File: src/logic/comm_timeout_pkg.sv
// package of constants and carriers for the fieldbus communication timeout monitor
package comm_timeout_pkg;
    // register offsets (documented parameter addresses)
    localparam logic [15:0] CHANNEL_TIMEOUT_OFS = 16'h160c;
    localparam logic [15:0] SCAN_TIMEOUT_OFS = 16'h190e;
    // reset values
    localparam logic [15:0] CHANNEL_TIMEOUT_RST = 16'h0000;
    localparam logic [15:0] SCAN_TIMEOUT_RST = 16'h0000;
    // largest legal period in ms
    localparam logic [15:0] PERIOD_MAX = 16'h2710;
    // time base
    localparam int CLK_MHZ = 100;
    localparam int MS_NS = 1000000;
    localparam int CLK_PERIOD_NS = 1000 / CLK_MHZ;
    localparam int MS_CYCLES = MS_NS / CLK_PERIOD_NS;
    // login lockout threshold
    localparam logic [1:0] LOGIN_FAIL_LIMIT = 2'h3;
    // error class reported on channel expiry
    localparam logic [1:0] CHANNEL_ERR_CLASS = 2'h2;
    // default login secret (arbitrary value)
    localparam logic [31:0] PASSWORD_DEFAULT = 32'h5a5a1234;

    // parameter write request from the network side
    typedef struct packed {
        logic valid;
        logic [15:0] addr;
        logic [15:0] data;
        logic [3:0] channel;
    } param_wr_t;

    // status carrier
    typedef struct packed {
        logic scan_armed;
        logic scan_error;
        logic chan_error;
        logic [1:0] err_class;
        logic link_lost;
        logic login_locked;
        logic unsaved;
    } mon_status_t;
endpackage

File: src/logic/fieldbus_comm_timeout_monitor.sv
// fieldbus communication timeout monitor: scan and channel watchdogs, login lock, save tracking
`timescale 1ns/100ps
`default_nettype none

module fieldbus_comm_timeout_monitor #(
    parameter int MS_DIV = comm_timeout_pkg::MS_CYCLES
) (
    // clock and reset
    input wire logic core_clk_i,
    input wire logic sys_rst_i,
    // parameter access
    input wire comm_timeout_pkg::param_wr_t wr_i,
    input wire logic [15:0] rd_addr_i,
    output logic [15:0] rd_data_o,
    // traffic events
    input wire logic scan_msg_i,
    input wire logic req_valid_i,
    input wire logic [3:0] req_channel_i,
    input wire logic port_link_up_i,
    // storage control
    input wire logic save_i,
    input wire logic factory_restore_i,
    // login
    input wire logic login_try_i,
    input wire logic [31:0] login_pw_i,
    input wire logic pw_change_i,
    input wire logic [31:0] pw_new_i,
    output logic login_ok_o,
    // status
    output comm_timeout_pkg::mon_status_t status_o,
    output logic abort_o
);
    import comm_timeout_pkg::*;

    initial begin
        if (MS_DIV < 2) begin
            $error("MS_DIV must be at least 2");
        end
    end

    ////////////////////////////////////////////////////////////////////////
    // millisecond tick
    logic [31:0] div_q;
    logic ms_tick_q;
    always_ff @(posedge core_clk_i) begin
        if (sys_rst_i) begin
            div_q <= 32'h0;
            ms_tick_q <= 1'b0;
        end else if (div_q == 32'(MS_DIV - 1)) begin
            div_q <= 32'h0;
            ms_tick_q <= 1'b1;
        end else begin
            div_q <= div_q + 32'h1;
            ms_tick_q <= 1'b0;
        end
    end

    ////////////////////////////////////////////////////////////////////////
    // working registers and saved copies
    logic [15:0] scan_period_q;
    logic [15:0] chan_period_q;
    logic [15:0] scan_saved_q;
    logic [15:0] chan_saved_q;
    logic [3:0] sup_channel_q;
    logic in_range;
    logic wr_scan;
    logic wr_chan;
    assign in_range = wr_i.data <= PERIOD_MAX; // out of range writes are ignored
    assign wr_scan = wr_i.valid && wr_i.addr == SCAN_TIMEOUT_OFS && in_range;
    assign wr_chan = wr_i.valid && wr_i.addr == CHANNEL_TIMEOUT_OFS && in_range;

    // writes land in working storage only
    always_ff @(posedge core_clk_i) begin
        if (sys_rst_i || factory_restore_i) begin
            scan_period_q <= SCAN_TIMEOUT_RST;
            chan_period_q <= CHANNEL_TIMEOUT_RST;
            sup_channel_q <= 4'h0;
        end else begin
            if (wr_scan) begin
                scan_period_q <= wr_i.data;
            end
            if (wr_chan) begin
                chan_period_q <= wr_i.data;
                sup_channel_q <= wr_i.channel;
            end
        end
    end

    // nonvolatile copy updated only on save, factory restore or system reset
    always_ff @(posedge core_clk_i) begin
        if (sys_rst_i || factory_restore_i) begin
            scan_saved_q <= SCAN_TIMEOUT_RST;
            chan_saved_q <= CHANNEL_TIMEOUT_RST;
        end else if (save_i) begin
            scan_saved_q <= scan_period_q;
            chan_saved_q <= chan_period_q;
        end
    end

    // read mux, unmapped reads as zero
    always_ff @(posedge core_clk_i) begin
        if (sys_rst_i) begin
            rd_data_o <= 16'h0;
        end else begin
            case (rd_addr_i)
                SCAN_TIMEOUT_OFS: rd_data_o <= scan_period_q;
                CHANNEL_TIMEOUT_OFS: rd_data_o <= chan_period_q;
                default: rd_data_o <= 16'h0;
            endcase
        end
    end

    ////////////////////////////////////////////////////////////////////////
    // scan watchdog
    typedef enum logic [1:0] {SCAN_IDLE, SCAN_ARMED, SCAN_TRIPPED} scan_state_t;
    scan_state_t scan_st_q;
    logic [15:0] scan_cnt_q;
    logic scan_err_q;
    always_ff @(posedge core_clk_i) begin
        if (sys_rst_i || scan_period_q == 16'h0 || wr_scan) begin
            scan_st_q <= SCAN_IDLE;
            scan_cnt_q <= 16'h0;
        end else begin
            case (scan_st_q)
                SCAN_IDLE, SCAN_TRIPPED: begin
                    if (scan_msg_i) begin
                        scan_st_q <= SCAN_ARMED;
                        scan_cnt_q <= 16'h0;
                    end
                end
                SCAN_ARMED: begin
                    if (scan_msg_i) begin
                        scan_cnt_q <= 16'h0;
                    end else if (ms_tick_q) begin
                        if (scan_cnt_q + 16'h1 >= scan_period_q) begin
                            scan_st_q <= SCAN_TRIPPED;
                        end
                        scan_cnt_q <= scan_cnt_q + 16'h1;
                    end
                end
                default: scan_st_q <= SCAN_IDLE;
            endcase
        end
    end

    // sticky guard error, cleared by disabling or rewriting the period
    always_ff @(posedge core_clk_i) begin
        if (sys_rst_i) begin
            scan_err_q <= 1'b0;
        end else if (scan_st_q == SCAN_ARMED && !scan_msg_i && ms_tick_q
                     && scan_period_q != 16'h0
                     && scan_cnt_q + 16'h1 >= scan_period_q) begin
            scan_err_q <= 1'b1;
        end else if (scan_period_q == 16'h0 || wr_scan) begin
            scan_err_q <= 1'b0;
        end
    end

    ////////////////////////////////////////////////////////////////////////
    // channel watchdog
    logic [15:0] chan_cnt_q;
    logic chan_err_q;
    logic chan_hit;
    logic chan_expire;
    assign chan_hit = req_valid_i && req_channel_i == sup_channel_q;
    assign chan_expire = chan_period_q != 16'h0 && !chan_hit && ms_tick_q
                         && chan_cnt_q + 16'h1 >= chan_period_q;
    always_ff @(posedge core_clk_i) begin
        if (sys_rst_i || chan_period_q == 16'h0 || wr_chan || chan_hit) begin
            chan_cnt_q <= 16'h0;
        end else if (ms_tick_q && !chan_err_q) begin
            chan_cnt_q <= chan_cnt_q + 16'h1;
        end
    end

    // error stands until the period is rewritten or disabled; abort pulses for one cycle
    always_ff @(posedge core_clk_i) begin
        if (sys_rst_i) begin
            chan_err_q <= 1'b0;
            abort_o <= 1'b0;
        end else if (chan_expire && !chan_err_q) begin
            chan_err_q <= 1'b1;
            abort_o <= 1'b1;
        end else if (chan_period_q == 16'h0 || wr_chan) begin
            chan_err_q <= 1'b0;
            abort_o <= 1'b0;
        end else begin
            abort_o <= 1'b0;
        end
    end

    ////////////////////////////////////////////////////////////////////////
    // login lockout and password
    logic [1:0] fail_cnt_q;
    logic [31:0] password_q;
    logic locked;
    assign locked = fail_cnt_q == LOGIN_FAIL_LIMIT;
    always_ff @(posedge core_clk_i) begin
        if (sys_rst_i || factory_restore_i) begin
            password_q <= PASSWORD_DEFAULT;
        end else if (pw_change_i && login_ok_o) begin
            password_q <= pw_new_i;
        end
    end

    always_ff @(posedge core_clk_i) begin
        if (sys_rst_i || factory_restore_i) begin
            fail_cnt_q <= 2'h0;
            login_ok_o <= 1'b0;
        end else if (login_try_i && !locked) begin
            if (login_pw_i == password_q) begin
                fail_cnt_q <= 2'h0;
                login_ok_o <= 1'b1;
            end else begin
                fail_cnt_q <= fail_cnt_q + 2'h1;
                login_ok_o <= 1'b0;
            end
        end else if (locked) begin
            login_ok_o <= 1'b0;
        end
    end

    ////////////////////////////////////////////////////////////////////////
    // status register
    always_ff @(posedge core_clk_i) begin
        if (sys_rst_i) begin
            status_o <= '0;
        end else begin
            status_o.scan_armed <= scan_st_q == SCAN_ARMED;
            status_o.scan_error <= scan_err_q;
            status_o.chan_error <= chan_err_q;
            status_o.err_class <= chan_err_q ? CHANNEL_ERR_CLASS : 2'h0;
            status_o.link_lost <= !port_link_up_i;
            status_o.login_locked <= locked;
            status_o.unsaved <= scan_period_q != scan_saved_q
                                || chan_period_q != chan_saved_q;
        end
    end
endmodule

`default_nettype wire

File: config.mk
export PLATFORM = sky130hd
export DESIGN_NAME = fieldbus_comm_timeout_monitor
export DESIGN_NICKNAME = d
export VERILOG_FILES = /design/src/logic/comm_timeout_pkg.sv /design/src/logic/fieldbus_comm_timeout_monitor.sv
export SDC_FILE = /design/constraint.sdc
export NUM_CORES = 1
export LEC_CHECK = 0
export ABC_AREA = 1
export BUFFER_PORTS_ARGS = -buffer_cell sky130_fd_sc_hd__buf_4
export CORE_ASPECT_RATIO = 2
export CORE_MARGIN = 2
export CORE_UTILIZATION = 52
export CTS_BUF_LIST = sky130_fd_sc_hd__clkbuf_8 sky130_fd_sc_hd__clkbuf_16
export DETAILED_ROUTE_END_ITERATION = 10
export PLACE_DENSITY = 0.84
export SYNTH_ARGS = -nofsm -noshare
export SYNTH_HDL_FRONTEND = slang
export SYNTH_SLANG_ARGS = --single-unit
export TNS_END_PERCENT = 1
File: constraint.sdc
create_clock -name core_clk_i -period 2.18 [get_ports core_clk_i]
set_input_delay 0.436 -clock core_clk_i [delete_from_list [all_inputs] [get_ports core_clk_i]]
set_output_delay 0.436 -clock core_clk_i [all_outputs]
set_load 0.005 [all_outputs]
==> qor.log <==
[run_status] result of the run complete, but fails checks
[run_status] failing checks setup timing
[detailed_routing] routed length per placed instance 15.44 microns
[global_route] Tot GR Track Use 27.94%
[synth] portion of synthesized cell area occupied by the leading cell type 37.37%
[synth] xor and xnor fraction of the mapped netlist area 5.952%
[synth] fraction of the mapped netlist area in compound gates 12.48%
[sta] slew at the pin closest to its max-slew limit 0.5711 ns
[synth] FFs w/ async S/R, synth 0%
[synth] Synth Flop Type sky130_fd_sc_hd__dfxtp_1
[worst_hold_path] worst hold path type input pin to flop
[die] starting density of the core 52.71%
[sta] final cycle utilization of the critical path 105.7%
[sta] least setup slack across all paths after layout -0.1233 ns
[global_route] via count of the first global-routing pass 10.42k
[die] number of top-level design ports 156
[detailed_routing] TritonRoute pass-1 iters 5
[clock_network] total clock buffers created by CTS 17
[clock_network] TritonCTS clock tree built
[placed_design] dpl cell area 12120 sq um
[placed_design] hpwl dp 22.79 mm
[critical_path] Largest delay share family, worst path simple AND/OR/NAND/NOR gates
[synth] largest family of logic cells by synthesized area simple AND/OR/NAND/NOR gates
[global_route] leftover overflow at the end of global routing 0
[detailed_routing] Routed Wire Length 29.89 mm
[placed_design] placer's final routability congestion estimate 1.031
[sta] setup repair after global routing missed its margin true
[critical_path] type of origin of the critical path flop
[critical_path] slowest cell delay on critical path 0.37 ns
[synth] Post-Synth Simple-Gate Area 31.04%
[synth] fraction of the mapped netlist area in adder cells 4.311%
[critical_path] Crit. path cell count 15
[clock_network] Clock Sink Count 195
[power_and_ir_drop] Max IR drop VDD 0.5458 mV
[power_and_ir_drop] power per unit of standard cell area 543.5 nW/um^2
[critical_path] arrival time of data at the critical path endpoint 2.64 ns
[finish] Total Nets Final 1827
[clock_network] deepest level of the CTS H-tree 4
[synth] Seq cells post-synth 195
[detailed_routing] initial detailed-routing violation count 477
[critical_path] largest fanout of any net on the critical path 3
[detailed_routing] Via density 5.405
[flow_run] number of max-cap violations 0
[synth] Yosys top cell by area sky130_fd_sc_hd__dfxtp_1
[critical_path] slowest cell on the critical path sky130_fd_sc_hd__dfxtp_4
[clock_network] post-cts hold buffer count 0
[sta] time the final worst path needs with I/O delays and setup 2.303 ns
[clock_network] clock slew at the register clock pins of the worst setup and hold paths 0.07 ns
[detailed_routing] DRC 0
[power_and_ir_drop] static power due to leakage 5.269 nW
[sta] worst-case hold slack 0.1314 ns
[critical_path] ordered cell list for the critical path ha_2 > nand3_2 > nor2_2 > nand4_1 > or2_0 > nand2_1 > ha_1 > nand2_4 > inv_4 > nand3_4 > inv_1 > a21oi_4 > nand3_2 > nand2_2 > nand2_1
[die] die span in y 204.5 microns
[global_route] number of antenna violations at the first check in global routing 0
[synth] cell types with the largest area share after synthesis sky130_fd_sc_hd__dfxtp_1 (37%), sky130_fd_sc_hd__nand2_1 (11%), sky130_fd_sc_hd__nor2_1 (7.0%)
[synth] Avg Synthesized Cell Area 7.054 sq um
[critical_path] Setup crit end kind flop
[critical_path] path depth of the worst reg2reg path 15
[placed_design] Place WS -0.1773 ns
[synth] number of enable flip-flop cells after synthesis 0
[clock_network] Skew-Pair Late Insertion Delay 0.44 ns
[finish] fraction of layout cells with a size suffix above 1 21.57%
[finish] final design area excluding fillers 13030 sq um
[worst_hold_path] worst hold path startpoint port_link_up_i
[critical_path] Reg2Reg Launch Point chan_cnt_q[0]$_SDFFE_PP0P_
[synth] post-synthesis mux area share 0%
[global_route] global-route wire length before repair 47.51 mm
[placed_design] number of buffers added on ports 154
[finish] Diodes inserted 0
[synth] post-synth net total 1647
[worst_hold_path] number of instances on the worst hold path 2
[sta] Worst Clk Skew 0.01003 ns
[clock_network] clock tree root buffer cell sky130_fd_sc_hd__clkbuf_16
[synth] number of library cell types mapped by synthesis 51
[global_route] maximum number of pins on one net before global-route repair 65
[detailed_routing] remaining antenna violation count after routing 0
[critical_path] Setup Crit Path Kind flop to flop
[synth] top post-synthesis cells by count sky130_fd_sc_hd__nand2_1 (296), sky130_fd_sc_hd__dfxtp_1 (195), sky130_fd_sc_hd__nor2_1 (195)
[detailed_routing] total number of vias 10.47k
[synth] cell area after synthesis 10450 sq um
[critical_path] buffers plus inverters on the worst setup path 2
[sta] total setup violations reported at the end of the flow 4
[finish] growth of design area from synthesis to finish 24.73%
[sta] fin. max-slew vios 0
[synth] most numerous cell in the Yosys netlist sky130_fd_sc_hd__nand2_1
[synth] sequential element share of the synthesized area 37.37%
[sta] tightest slew margin relative to the limit 61.88%
[clock_network] clock buffer depth 2
[critical_path] data required time of the critical path 2.52 ns
[sta] TNS Setup -0.4536 ns
[die] die boundary width 104.2 microns
[synth] Yosys warning count 0
[die] area of the core 19820 sq um
[sta] maximum clock frequency 434.2 MHz
[sta] final hold vios 0
[die] Die ar. 21310 sq um
[synth] cells after synthesis 1481
[die] number of standard-cell rows in the floorplan 73
[critical_path] launch point of the worst path chan_cnt_q[0]$_SDFFE_PP0P_
==> report_power, final <==
group          leakage, nW  total, mW  internal, mW  switching (mW)
logic                 3.42      0.522         0.266           0.256
clock network        0.267       2.95          1.50            1.45
registers             1.58       3.61          3.59          0.0222
total                 5.27       7.08          5.35            1.73
==> final cells by class <==
| type | count | area (sq um) |
|---|---|---|
| Timing Repair Buffer | 208 | 1640 |
| Fill cell | 1672 | 6789 |
| Sequential cell | 195 | 3934 |
| Tap cell | 262 | 327.8 |
| Inverter | 173 | 651.9 |
| Clock buffer | 18 | 439.2 |
| Multi-Input combinational cell | 1066 | 5937 |
| Clock inverter | 14 | 101.3 |
==> state kept, by name (all words and copies together) (netlist names) <==
register       count
rd_data_o         16
scan_saved_q      16
scan_err_q         1
scan_cnt_q        16
abort_o            1
chan_err_q         1
div_q             32
chan_saved_q      16
ms_tick_q          1
chan_cnt_q        16
scan_period_q     16
fail_cnt_q         2
chan_period_q     16
sup_channel_q      4
login_ok_o         1
status_o           6
scan_st_q          2
password_q        32
==> metrics by stage <==
step | utilization, % | power, mW | cells
floorplan | - | 3.926 | 1481
global placement | 61.13 | 4.199 | 1900
detailed placement | 61.13 | 4.213 | 1900
CTS | 64.06 | 7.119 | 1932
global route | 65.75 | 7.290 | 1936
finish | 65.75 | 7.083 | 1936
==> placed cells by master (no fill, tap or decap), drive strengths merged, types with 18 or more instances in the layout <==
| cell type | instances |
|---|---|
| nand2 | 304 |
| buf | 208 |
| nor2 | 204 |
| dfxtp | 195 |
| inv | 181 |
| a21oi | 123 |
| o21ai | 104 |
| nand3 | 98 |
| xnor2 | 52 |
| nor3 | 43 |
| ha | 36 |
| nand4 | 34 |
| xor2 | 19 |
| clkbuf | 18 |
==> what timing repair did <==
| item | CTS | global route |
|---|---|---|
| buffers inserted | 0 | 4 |
| pin swaps | 0 | 27 |
| cloned | 0 | 0 |
| setup endpoints to repair | 5 | 5 |
| gates resized for setup | 14 | 72 |
==> per-layer routing <==
layer | vias to the layer above | GRT usage, % | wire length, microns
met5 | - | 0 | 0
met4 | 0 | 20.99 | 2252
met3 | 134 | 4.177 | 1112
met2 | 337 | 55.55 | 16520
met1 | 4843 | 24.59 | 10000
li1 | 5151 | - | -
==> cell families after synthesis <==
| group | count (synthesis) |
|---|---|
| DFF | 195 |
| and+or+nand+nor | 714 |
| adders and majority gates | 36 |
| AOI/OAI and AO/OA | 244 |
| buffers and inverters | 220 |
| xor gates and xnor gates | 71 |
| other | 1 |
==> worst paths after layout <==
path / end / slack, ns
worst max-delay path: chan_err_q$_SDFFE_PP0P_ / -0.12
worst max register to register: chan_err_q$_SDFFE_PP0P_ / -0.12
worst min register to register: status_o[6]$_SDFF_PP0_ / 0.43
worst min-delay path: status_o[2]$_SDFF_PP0_ / 0.13
Power figures use the tool's default switching activity.
